`src/design/ist_consts.svh`:
```
// Register map, field positions and reset values of the second status register block
`ifndef IST_CONSTS_SVH
`define IST_CONSTS_SVH
// ----------------------------------------------------------------------------
// Register byte addresses
// ----------------------------------------------------------------------------
`define IST_ADDR_W 12
`define IST_OFS_STATUS_TWO 12'h000
`define IST_OFS_CONTROL 12'h004
// ----------------------------------------------------------------------------
// Status register field positions
// ----------------------------------------------------------------------------
`define IST_ACK_FAIL_BIT 4
`define IST_STOP_SEEN_BIT 3
`define IST_ARB_LOST_BIT 2
`define IST_BUS_ERR_BIT 1
`define IST_GEN_CALL_BIT 0
`define IST_RESERVED_ZERO 3'h0
// ----------------------------------------------------------------------------
// Control register field positions
// ----------------------------------------------------------------------------
`define IST_IFACE_ON_BIT 0
`define IST_IRQ_ALLOW_BIT 1
`define IST_GC_ACCEPT_BIT 2
`define IST_REPLY_EN_BIT 3
`define IST_CTRL_W 4
// ----------------------------------------------------------------------------
// Reset values
// ----------------------------------------------------------------------------
`define IST_FLAGS_RESET 5'h00
`define IST_CTRL_RESET 4'h0
`define IST_RDATA_RESET 32'h0000_0000
`endif

```
`src/design/ist_pkg.sv`:
```
// Types shared by the second status register block
package ist_pkg;

    // Event flags held in the status register, msb first
    typedef struct packed {
        logic ack_failure_flag;
        logic stop_seen_flag;
        logic arbitration_lost_flag;
        logic bus_error_flag;
        logic general_call_seen;
    } ist_flags_t;

    // Software control bits, msb first
    typedef struct packed {
        logic reply_enable;
        logic general_call_accept;
        logic irq_allow;
        logic interface_on;
    } ist_ctrl_t;

    // One-cycle event pulses from the bit-level protocol engine
    typedef struct packed {
        logic no_ack_seen;
        logic stop_cond;
        logic sda_mismatch;
        logic misplaced_cond;
        logic gen_call_addr;
        logic start_generated;
    } ist_events_t;

    // Level qualifiers from the protocol engine
    typedef struct packed {
        logic last_bit_acked;
        logic master_receive;
        logic in_ack_bit;
        logic start_sent_flag;
        logic byte_done_flag;
    } ist_levels_t;

endpackage

```
`src/design/ist_status_two.sv`:
```
// Second status register of the multimaster I2C interface, with APB slave and clock hold logic
//
// Functional notes
// - Status bits 7:5 always read zero, writes have no effect.
// - Missing acknowledge sets ack failure flag, interrupts when allowed.
// - Software status read or interface off clears first four flags.
// - Ack failure never holds the serial clock by itself.
// - Slave-mode stop after acknowledge with reply enabled sets stop flag.
// - Stop, arbitration and bus error flags never hold the clock.
// - Losing arbitration to another master sets arbitration lost flag.
// - Arbitration loss drops the master role back to slave.
// - No arbitration during master-receive acknowledge bit.
// - Misplaced start or stop sets the bus error flag.
// - Master should issue stop or repeated start after bus error.
// - General call address in slave mode with acceptance sets flag.
// - General call flag clears only on stop or interface off.
// - Serial clock held low while the byte done flag is set and the interface is on.
`include "ist_consts.svh"

module ist_status_two (
    input wire logic sys_clk,                       // 200 MHz system clock
    input wire logic rst,                           // Synchronous reset, active high
    input wire logic psel,                          // APB select
    input wire logic penable,                       // APB enable
    input wire logic pwrite,                        // APB write direction
    input wire logic [`IST_ADDR_W-1:0] paddr,       // APB byte address
    input wire logic [31:0] pwdata,                 // APB write data
    output logic [31:0] prdata,                     // APB read data
    output logic pready,                            // APB ready
    output logic pslverr,                           // APB error on unmapped address
    input wire ist_pkg::ist_events_t bus_events,    // Event pulses from protocol engine
    input wire ist_pkg::ist_levels_t bus_levels,    // Levels from protocol engine
    output logic scl_hold_low,                      // Hold serial clock low
    output logic master_role,                       // Interface acts as bus master
    output logic recover_stop_req,                  // Pulse asking engine for a stop
    output logic irq                                // Interrupt request, active high
);

    // ------------------------------------------------------------------------
    // Declarations
    // ------------------------------------------------------------------------
    ist_pkg::ist_flags_t flags_q;
    ist_pkg::ist_flags_t flags_d;
    ist_pkg::ist_ctrl_t ctrl_q;
    ist_pkg::ist_ctrl_t ctrl_d;
    logic master_q;
    logic master_d;
    logic irq_q;
    logic irq_d;
    logic hold_q;
    logic hold_d;
    logic recover_q;
    logic recover_d;
    logic pready_q;
    logic pready_d;
    logic pslverr_q;
    logic pslverr_d;
    logic [31:0] prdata_q;
    logic [31:0] prdata_d;
    logic access_done;
    logic hit_status;
    logic hit_control;
    logic status_read;
    logic control_write;
    logic arb_lost_ev;
    logic stop_flag_ev;
    logic gen_call_ev;
    logic [7:0] status_byte;

    // ------------------------------------------------------------------------
    // APB decode
    // ------------------------------------------------------------------------

    // A transfer completes on the edge where ready is seen with select and enable
    assign access_done = psel & penable & pready_q;
    assign hit_status = (paddr == `IST_OFS_STATUS_TWO);
    assign hit_control = (paddr == `IST_OFS_CONTROL);
    assign status_read = access_done & ~pwrite & hit_status;
    assign control_write = access_done & pwrite & hit_control;

    // Status byte as seen by software; upper bits are tied off
    assign status_byte = {`IST_RESERVED_ZERO, flags_q};

    // One wait state: ready rises one cycle into the access phase and drops after
    always_comb
    begin
        pready_d = psel & penable & ~pready_q;
        pslverr_d = 1'b0;
        prdata_d = prdata_q;
        if (psel & penable & ~pready_q)
        begin
            pslverr_d = ~(hit_status | hit_control);
            if (pwrite)
            begin
                prdata_d = `IST_RDATA_RESET;
            end
            else if (hit_status)
            begin
                prdata_d = {24'h00_0000, status_byte};
            end
            else if (hit_control)
            begin
                prdata_d = {28'h000_0000, ctrl_q};
            end
            else
            begin
                prdata_d = `IST_RDATA_RESET;
            end
        end
    end

    // Bus answer registers
    always_ff @(posedge sys_clk)
    begin
        if (rst)
        begin
            pready_q <= 1'b0;
            pslverr_q <= 1'b0;
            prdata_q <= `IST_RDATA_RESET;
        end
        else
        begin
            pready_q <= pready_d;
            pslverr_q <= pslverr_d;
            prdata_q <= prdata_d;
        end
    end

    // ------------------------------------------------------------------------
    // Control register
    // ------------------------------------------------------------------------

    // Software-owned bits; a write to the status address is dropped on purpose
    always_comb
    begin
        ctrl_d = ctrl_q;
        if (control_write)
        begin
            ctrl_d.interface_on = pwdata[`IST_IFACE_ON_BIT];
            ctrl_d.irq_allow = pwdata[`IST_IRQ_ALLOW_BIT];
            ctrl_d.general_call_accept = pwdata[`IST_GC_ACCEPT_BIT];
            ctrl_d.reply_enable = pwdata[`IST_REPLY_EN_BIT];
        end
    end

    // Control storage
    always_ff @(posedge sys_clk)
    begin
        if (rst)
        begin
            ctrl_q <= `IST_CTRL_RESET;
        end
        else
        begin
            ctrl_q <= ctrl_d;
        end
    end

    // ------------------------------------------------------------------------
    // Event qualification
    // ------------------------------------------------------------------------

    // The ack bit of a master receive is not arbitrated, so a mismatch there
    // cannot flag a loss; a second master reading the same data goes unnoticed
    assign arb_lost_ev = bus_events.sda_mismatch & master_q
        & ~(bus_levels.master_receive & bus_levels.in_ack_bit);

    // Stop only counts in slave mode after an acknowledge with replies enabled
    assign stop_flag_ev = bus_events.stop_cond & ~master_q
        & bus_levels.last_bit_acked & ctrl_q.reply_enable;

    // General call is a slave-side event and needs acceptance switched on
    assign gen_call_ev = bus_events.gen_call_addr & ~master_q
        & ctrl_q.general_call_accept;

    // ------------------------------------------------------------------------
    // Event flags
    // ------------------------------------------------------------------------

    // Clear first, then set, so an event in the clearing cycle survives the read.
    // Switching the interface off wins over everything: engine events are stale then.
    always_comb
    begin
        flags_d = flags_q;
        if (status_read)
        begin
            flags_d.ack_failure_flag = 1'b0;
            flags_d.stop_seen_flag = 1'b0;
            flags_d.arbitration_lost_flag = 1'b0;
            flags_d.bus_error_flag = 1'b0;
        end
        if (bus_events.stop_cond)
        begin
            flags_d.general_call_seen = 1'b0;
        end
        if (bus_events.no_ack_seen)
        begin
            flags_d.ack_failure_flag = 1'b1;
        end
        if (stop_flag_ev)
        begin
            flags_d.stop_seen_flag = 1'b1;
        end
        if (arb_lost_ev)
        begin
            flags_d.arbitration_lost_flag = 1'b1;
        end
        if (bus_events.misplaced_cond)
        begin
            flags_d.bus_error_flag = 1'b1;
        end
        if (gen_call_ev)
        begin
            flags_d.general_call_seen = 1'b1;
        end
        if (~ctrl_q.interface_on)
        begin
            flags_d = `IST_FLAGS_RESET;
        end
    end

    // Flag storage
    always_ff @(posedge sys_clk)
    begin
        if (rst)
        begin
            flags_q <= `IST_FLAGS_RESET;
        end
        else
        begin
            flags_q <= flags_d;
        end
    end

    // ------------------------------------------------------------------------
    // Master role
    // ------------------------------------------------------------------------

    // Set by a generated start, dropped by stop, lost arbitration or disable.
    // Arbitration loss takes priority over a start in the same cycle.
    always_comb
    begin
        master_d = master_q;
        if (bus_events.start_generated)
        begin
            master_d = 1'b1;
        end
        if (bus_events.stop_cond | arb_lost_ev)
        begin
            master_d = 1'b0;
        end
        if (~ctrl_q.interface_on)
        begin
            master_d = 1'b0;
        end
    end

    // Master role storage
    always_ff @(posedge sys_clk)
    begin
        if (rst)
        begin
            master_q <= 1'b0;
        end
        else
        begin
            master_q <= master_d;
        end
    end

    // ------------------------------------------------------------------------
    // Clock hold, recovery request and interrupt
    // ------------------------------------------------------------------------

    // Only start sent and byte done stretch the clock; the event flags of this
    // register are kept out so a stuck flag can never lock up the bus
    always_comb
    begin
        hold_d = ctrl_q.interface_on
            & (bus_levels.byte_done_flag
            | bus_levels.start_sent_flag);
    end

    // While master, a bus error asks the engine for a stop to free the bus
    always_comb
    begin
        recover_d = bus_events.misplaced_cond & master_q & ctrl_q.interface_on;
    end

    // Interrupt from the four software-cleared flags; general call is left out
    always_comb
    begin
        irq_d = ctrl_q.irq_allow & (flags_q.ack_failure_flag
            | flags_q.stop_seen_flag
            | flags_q.arbitration_lost_flag
            | flags_q.bus_error_flag);
    end

    // Output registers, one cycle behind their causes
    always_ff @(posedge sys_clk)
    begin
        if (rst)
        begin
            hold_q <= 1'b0;
            recover_q <= 1'b0;
            irq_q <= 1'b0;
        end
        else
        begin
            hold_q <= hold_d;
            recover_q <= recover_d;
            irq_q <= irq_d;
        end
    end

    // ------------------------------------------------------------------------
    // Outputs
    // ------------------------------------------------------------------------

    // Every output is a flip-flop
    assign prdata = prdata_q;
    assign pready = pready_q;
    assign pslverr = pslverr_q;
    assign scl_hold_low = hold_q;
    assign master_role = master_q;
    assign recover_stop_req = recover_q;
    assign irq = irq_q;

endmodule

```
`config.mk`:
```
export PLATFORM = sky130hd
export DESIGN_NAME = ist_status_two
export DESIGN_NICKNAME = d
export VERILOG_FILES = /design/src/design/ist_pkg.sv /design/src/design/ist_status_two.sv
export VERILOG_INCLUDE_DIRS = /design/src /design/src/design
export SDC_FILE = /design/constraint.sdc
export NUM_CORES = 1
export LEC_CHECK = 0
export BUFFER_PORTS_ARGS = -buffer_cell sky130_fd_sc_hd__clkbuf_2
export CAP_MARGIN = 20
export CELL_PAD_IN_SITES_DETAIL_PLACEMENT = 2
export CELL_PAD_IN_SITES_GLOBAL_PLACEMENT = 2
export CORE_MARGIN = 5
export CORE_UTILIZATION = 18
export CTS_CLUSTER_SIZE = 25
export DETAILED_ROUTE_END_ITERATION = 16
export PLACE_DENSITY_LB_ADDON = 0.25
export SLEW_MARGIN = 15
export SYNTH_ARGS = -nofsm -noshare
export SYNTH_HDL_FRONTEND = slang
export SYNTH_SLANG_ARGS = --single-unit
```
`constraint.sdc`:
```
create_clock -name sys_clk -period 1.76 [get_ports sys_clk]
set_input_delay 0.176 -clock sys_clk [delete_from_list [all_inputs] [get_ports sys_clk]]
set_output_delay 0.176 -clock sys_clk [all_outputs]
set_load 0.005 [all_outputs]
```
# Word-level counts from Yosys, hierarchy flattened
# Index checks and enable logic that the tools add are counted.
totals:
  elab_cells: 68
  output_inout_bits: 38
  input_bits: 60
  regBits: 47
op_classes:
  n_reduce_logical: 9
  n_eq_ne: 1
  n_bitwise: 32
  mux: 10
op_table:
  columns: ["operator", "count"]
  rows:
  - ["1-bit AND", 19]
  - ["12-bit by 3-bit == test with 1-bit output, second input constant", 1]
  - ["12-bit logical NOT", 1]
  - ["5-bit two-way mux", 2]
  - ["2-bit nonzero test", 5]
  - ["4-bit two-way mux", 2]
  - ["1-bit inverter", 7]
  - ["1-bit two-way mux", 6]
  - ["1-bit bitwise OR", 6]
  - ["2-bit OR reduction", 2]
  - ["3-bit OR reduction", 1]

# Logic depth before layout (Yosys ltp)
# Gate-level depths: netlist (run 1).
depth:
  word_depth: 6
  depth_mapped: 5
  ltp_nobuf: 4

# Worst setup path before layout (run 1)
# OpenSTA, ideal clock, no wires.
synth_path:
  kind: "input to register"
  start: "input paddr[9]"
  end: "register ctrl_q[0] (netlist name)"
  t_arrival_ps: 1311
  cell_stages: 3
  required_time_ps: 1688
  slack_ps: 377
  n_path_buf: 0
  setup_time_ps: 72
  cell_sequence: "or4_4 > nor4_4 > mux2i_1"
synth_via:
  elab_chain_cells: 2
synth_rtl:
  columns: ["item", "line", "rtl"]
  rows:
  - ["start: declaration", "ist_status_two.sv:26", "input wire logic [`IST_ADDR_W-1:0] paddr,"]
  - ["12-bit by 3-bit == test with 1-bit output (no line)", null, null]
  - ["1-bit AND", "ist_status_two.sv:79", "assign control_write = access_done & pwrite & hit_control;"]
  - ["end signal: assignment", "ist_status_two.sv:151", "ctrl_q <= `IST_CTRL_RESET;"]
  - ["end signal: assignment", "ist_status_two.sv:155", "ctrl_q <= ctrl_d;"]
  - ["end: declaration", "ist_status_two.sv:44", "ist_pkg::ist_ctrl_t ctrl_q;"]
# No other way between the ends.
# A chain may end at the register's enable or synchronous reset.

# Worst setup path in the final report (run 1)
layout_path:
  start: "register pready_q, in the netlist pready"
  end: "register ctrl_q[2] (netlist name)"
layout_via:
  elab_chain_cells: 3
layout_rtl:
  columns: ["item", "line", "rtl"]
  rows:
  - ["start: declaration", "ist_status_two.sv:54", "logic pready_q;"]
  - ["start signal: assignment", "ist_status_two.sv:123", "pready_q <= pready_d;"]
  - ["1-bit AND", "ist_status_two.sv:75", "assign access_done = psel & penable & pready_q;"]
  - ["1-bit AND (2 in a row)", "ist_status_two.sv:79", null]
# No other way between the ends.

==> out/results.tsv, run 1 <==
stage	metric	value	unit
routing	num_vias	890	
routing	finalWirelength	3.15	mm
routing	via_per_inst	3.79	
synth	synthTopCellsByArea	dfxtp_1 37%, buf_4 19%, mux2i_1 6.5%, nand2b_1 5.3%, a21oi_1 3.7%	
synth	synth_edf_count	0	
worst_hold_path	hold_path.class	input port to flop	
synth	synth-seq-area-share	37.4	%
grt	antenna_found_initial	0	
clock_network	clock-sinks	20	
clock_network	cts-root-buf	clkbuf_8	
timing	worst_hold_slack	0.115	ns
clock_network	cts_hold_buf	0	
critical_path	crit_fanout	5	
timing	hold_viol_final	0	
timing	fin_setup_tns	0	ns
layout	layout.nets	222	
pwr	peakVddDrop	0.188	mV
clock_network	cts.clk_slew.worst_paths	0.07	ns
synth	synth_cell_types	28	
timing	drv_slew	0	
critical_path	cp-start-kind	flop	
grt	grt_use_total	8.30	%
pwr	p_leak	0.600	nW
die	die_w	87.1	µm
layout	utilization	22.3	%
routing	antenna_left	0	
clock_network	post-cts-setup-buffers	0	
clock_network	clockBufferDepth	2	
timing	rsz0062_at_grt	false	
placement	numPortBuffers	42	
synth	ys_warn_count	0	
timing	fin_skew	0.00569	ns
layout	antennaDiodeCount	0	
clock_network	cts-resized-gates	0	
grt	grt_pass1_wl	4.95	mm
timing	post-route-period-util	73.4	%
synth	synth_cells	118	
synth	yosys_register_bits	20	
layout	area_growth	22.0	%
routing	drt_iter0_drc	18	
die	coreArea	5850	µm²
critical_path	required	1.94	ns
grt	grt_max_degree	14	
clock_network	cts_made_buffers	3	
placement	placed_cells	232	
placement	dp_hpwl	2.69	mm
layout	final_cells	235	
synth	synthFlopType	dfxtp_1	
placement	gp_congestion	0.696	
layout	final_layout_size_suffix_gt1_share	31.9	%
die	ios	98	
routing	first_pass_iters	2	
critical_path	critPathKind	flop to flop	
timing	fmax	774	MHz
grt	grt_overflow	0	
pwr	pwr_density_cell	647	nW/µm²
routing	wl_per_cell	13.4	µm
timing	final-setup-viol-count	0	
synth	syn_area_per_cell	9.08	µm²
critical_path	worstPathArrival	1.48	ns
die	initial_utilization	18.3	%
clock_network	insertion_delay	0.26	ns
pwr	total_power	845	µW
critical_path	end_kind	flop	
synth	synth_top_area_share	37.4	%
synth	synthArstFlopShare	0	%
critical_path	regToRegSetupSlack	0.47	ns
routing	drc_errors	0	
outcome	outcome	completed	
die	die_area	7590	µm²
clock_network	cts_max_level	1	
synth	synth_top_cell_by_area	dfxtp_1	
synth	synth_area	1070	µm²
job	maxCapViolations	0	
die	die-height	87.1	µm
clock_network	tritoncts	yes	
die	core.rowCount	28	
grt	grt_pass1_vias	1031	
timing	min_period	1.29	ns
-- cells in the final DEF, fill, tap and decap left out, drive strengths merged --
master   synthesis  routed
nor2             6       6
nor2b            1       1
mux2i            7       7
nor4             4       4
a21oi            8       8
buf             28       1
and4b            2       2
nand2b           9       9
clkbuf           2      45
nand3            2       2
mux2             1       1
o2bb2ai          3       3
and3             1       1
nand3b           2       2
o21a             1       1
nor3             6       6
o21ai            5       5
conb             1      27
nand4b           1       1
nand2            7       7
dfxtp           20      20
or4              1       1
-- cell usage after synthesis (2+ instances only) --
master	count
nand2b_1	9
nand2_1	6
and4b_1	2
nor2_1	6
clkbuf_1	2
nor4_1	2
a21oi_1	8
mux2i_1	7
dfxtp_1	20
o2bb2ai_1	3
buf_4	27
nor3_1	6
o21ai_0	4
nand3b_1	2
-- flip-flops by register name, indices dropped and copies added (netlist names) --
| name | flops |
|---|---|
| flags_q | 5 |
| pready | 1 |
| master_role | 1 |
| recover_stop_req | 1 |
| pslverr | 1 |
| prdata | 5 |
| irq | 1 |
| scl_hold_low | 1 |
| ctrl_q | 4 |
-- path summary, 6_finish.rpt --
check | from | endpoint | cells past startpoint
hold / removal | bus_events[4] | master_role | 2
setup / recovery | pready | ctrl_q[2] | 4
hold reg to reg | prdata[1] | prdata[1] | 2
setup reg to reg | pready | ctrl_q[2] | 4
-- routing by layer --
| metal | track usage (%) | up-vias | part of all wire, % |
|---|---|---|---|
| li1 | - | 437 | - |
| met1 | 9.40 | 417 | 39 |
| met2 | 15.1 | 32 | 54 |
| met3 | 2.37 | 4 | 6.1 |
| met4 | 2.23 | 0 | 1.7 |
| met5 | 0 | - | 0 |
-- layout make-up --
type                       instances  area [µm²]
clock buffer                       3        41.3
fill                             697        4540
multi-input combinational         94         553
sequential                        20         400
tap                               75        93.8
timing repair buffer              43         218
-- through the flow --
step	area, µm²	setup WS, ns
floorplan	1170	0.377
global placement	1260	0.240
detailed placement	1260	0.184
CTS	1310	0.440
global route	1310	0.375
finish	1310	0.468
-- logic make-up (layout without fill, tap and decap cells) --
kind of cell / count (synthesis) / in the layout / share of synthesized area [%]
multiplexers: 8 / 8 / 7.59
AO/OA/AOI/OAI: 17 / 17 / 9.23
AND/OR/NAND/NOR: 42 / 42 / 25.3
buffers and inverters: 30 / 46 / 20.1
flip-flops: 20 / 20 / 37.4
other: 1 / 27 / 0.350
-- critical path, cell delays in order, from the launching register on --
cell and delay [ns]:
dfxtp_1 0.40, nand3_2 0.19, nor4_4 0.24, buf_4 0.19, mux2i_1 0.19
-- power by group --
part / switching, mW / total [mW] / internal, mW
registers: 0.00135 / 0.455 / 0.454
logic: 0.0510 / 0.0881 / 0.0372
clock network: 0.148 / 0.301 / 0.153
Power figures use the tool's default switching activity.
==> inputs of run 2 (changes only) <==
--- a/config.mk
+++ b/config.mk
@@ -11,7 +11,7 @@
 export CELL_PAD_IN_SITES_DETAIL_PLACEMENT = 2
 export CELL_PAD_IN_SITES_GLOBAL_PLACEMENT = 2
 export CORE_MARGIN = 5
-export CORE_UTILIZATION = 18
+export CORE_UTILIZATION = 16
 export CTS_CLUSTER_SIZE = 25
 export DETAILED_ROUTE_END_ITERATION = 16
 export PLACE_DENSITY_LB_ADDON = 0.25
==> constraint.sdc (replaced) <==
create_clock -name sys_clk -period 1.1 [get_ports sys_clk]
set_input_delay 0.11 -clock sys_clk [delete_from_list [all_inputs] [get_ports sys_clk]]
set_output_delay 0.11 -clock sys_clk [all_outputs]
set_load 0.005 [all_outputs]
==> out/results.tsv, run 2 (same netlist as run 1, synthesis figures left out) <==
stage	metric	value	unit	change
die	die-height	91.8	µm	was 87.1 µm
pwr	p_seq_share	53.6	%	was 53.9%
routing	via_per_inst	3.81		was 3.79
clock_network	post-cts-setup-buffers	0		unchanged
layout	utilization	21.7	%	was 22.3%
grt	antenna_found_initial	0		unchanged
die	core.rowCount	29		was 28
critical_path	required	1.28	ns	was 1.94 ns
timing	post-route-period-util	98.9	%	
pwr	pwr_density_cell	974	nW/µm²	was 647 nW/µm²
routing	wl_per_cell	13.3	µm	was 13.4 µm
clock_network	cts.clk_slew.worst_paths	0.07	ns	about the same
critical_path	crit_fanout	4		was 5
critical_path	worstReg2RegEnd	ctrl_q[3]		was ctrl_q[2]
routing	finalWirelength	3.27	mm	was 3.15 mm
layout	final_layout_size_suffix_gt1_share	37.5	%	was 31.9%
clock_network	cts_hold_buf	0		unchanged
clock_network	cts-root-buf	clkbuf_8		unchanged
pwr	power_frac_comb	12.0	%	was 10.4%
timing	fmax	920	MHz	
die	ios	98		unchanged
layout	num-fill-cells	773		was 697
grt	grt_use_total	7.76	%	was 8.30%
placement	gp_congestion	0.801		was 0.696
critical_path	regToRegSetupSlack	0.01	ns	was 0.47 ns
grt	grt_pass1_vias	1097		was 1031
die	coreArea	6420	µm²	was 5850 µm²
critical_path	cp-start-kind	input port		was flop
timing	final-setup-viol-count	0		unchanged
clock_network	cts_max_level	1		unchanged
pwr	total_power	1.36	mW	was 845 µW
critical_path	end_kind	flop		unchanged
clock_network	tritoncts	yes		unchanged
worst_hold_path	hold_path.class	input port to flop		unchanged
die	die_w	91.8	µm	was 87.1 µm
routing	antenna_left	0		unchanged
job	maxCapViolations	0		unchanged
layout	antennaDiodeCount	0		unchanged
grt	grt_overflow	0		unchanged
pwr	p_leak	0.644	nW	was 0.600 nW
routing	first_pass_iters	4		was 2
timing	fin_skew	0.00324	ns	was 0.00569 ns
layout	layout.nets	230		was 222
critical_path	r2r_cells	4		unchanged
pwr	p_clk_share	34.4	%	was 35.6%
die	die_area	8430	µm²	was 7590 µm²
placement	place_ws	-0.378	ns	was 0.184 ns
grt	grt_pass1_wl	5.28	mm	was 4.95 mm
layout	mostFrequentLayoutCells	42 x clkbuf_2, 27 x conb_1, 18 x dfxtp_1, 9 x nand2b_1, 9 x buf_4		was 42 x clkbuf_2, 27 x conb_1, 20 x dfxtp_1, 9 x nand2b_1, 8 x a21oi_1
pwr	peakVddDrop	0.268	mV	was 0.188 mV
timing	min_period	1.09	ns	
timing	hold_viol_final	0		unchanged
outcome	outcome	completed		unchanged
layout	area_growth	30.3	%	was 22.0%
die	initial_utilization	16.7	%	was 18.3%
critical_path	critPathKind	input port to flop		was flop to flop
pwr	internal_power	1.04	mW	was 644 µW
layout	final_common_cell	clkbuf_2		unchanged
critical_path	worstPathArrival	1.27	ns	was 1.48 ns
pwr	p_sw	317	µW	was 201 µW
clock_network	cts_made_buffers	3		unchanged
routing	drt_iter0_drc	4		was 18
clock_network	insertion_delay	0.25	ns	was 0.26 ns
timing	drv_slew	0		unchanged
placement	placed_cells	242		was 232
worst_hold_path	hold_start	bus_events[4]		unchanged
routing	drc_errors	0		unchanged
pwr	swShare	23.4	%	was 23.8%
critical_path	worstReg2RegStart	pready		unchanged
worst_hold_path	min_path_cells	2		unchanged
placement	dp_hpwl	2.86	mm	was 2.69 mm
layout	final_cells	245		was 235
timing	layout_setup_ws	0.0126	ns	was 0.468 ns
clock_network	clockBufferDepth	2		unchanged
grt	grt_max_degree	14		unchanged
routing	num_vias	933		was 890
worst_hold_path	hold_path_end	master_role		unchanged
timing	rsz0062_at_grt	true		was false
clock_network	clock-sinks	20		unchanged
placement	numPortBuffers	42		unchanged
[run 2: routing by layer]
| layer | part of all wire (%) | global-route usage (%) | vias up |
|---|---|---|---|
| met2 | 50 | 13.9 | 36 |
| li1 | - | - | 455 |
| met5 | 0 | 0 | - |
| met1 | 43 | 8.88 | 440 |
| met3 | 6.3 | 2.54 | 2 |
| met4 | 0.49 | 1.86 | 0 |
[run 2: how the worst max path moves through the flow]
stage | slack [ns] | cells past startpoint | start | to
global route | -0.09 | 4 | pready | ctrl_q[3]
CTS | -0.01 | 4 | pready | ctrl_q[3]
global placement | -0.33 | 5 | paddr[9] | ctrl_q[0]
finish | 0.01 | 5 | paddr[4] | ctrl_q[3]
floorplan | -0.22 | 3 | paddr[9] | ctrl_q[0]
detailed placement | -0.38 | 5 | paddr[9] | ctrl_q[3]
[run 2: worst max-delay path, stage by stage]
cell      delay [ns]
clkbuf_2        0.10
or4_4           0.55
nor4_4          0.14
buf_4           0.18
mux2i_1         0.18
[run 2: stage by stage]
stage          area (µm²)  hold WS, ns  TNS, ns
3_5_place_dp         1340        0.321    -2.78
3_3_place_gp         1340        0.319    -2.47
6_report             1400       0.0448        0
2_1_floorplan        1180        0.189   -0.867
5_1_grt              1400       0.0397   -0.251
4_1_cts              1390       0.0481  -0.0123
[run 2: final cells by class]
cell class	count	area [µm²]	share of cell area, %
Timing Repair Buffer	51	278	19.9
Tap cell	77	96.3	6.91
Multi-Input combinational cell	94	577	41.3
Sequential cell	20	403	28.9
Clock buffer	3	41.3	2.96
[run 2: what timing repair did]
action,in CTS,in global routing
setup endpoints to repair,4,5
resized for setup,3,2
gates cloned,0,0
pin swaps,4,0
[run 2: power groups by stage]
stage / clock, mW / combinational, mW / sequential, mW
floorplan: 0 / 0.131 / 0.745
global placement: 0 / 0.151 / 0.745
detailed placement: 0 / 0.158 / 0.745
CTS: 0.495 / 0.161 / 0.729
global route: 0.528 / 0.185 / 0.729
finish: 0.467 / 0.163 / 0.729
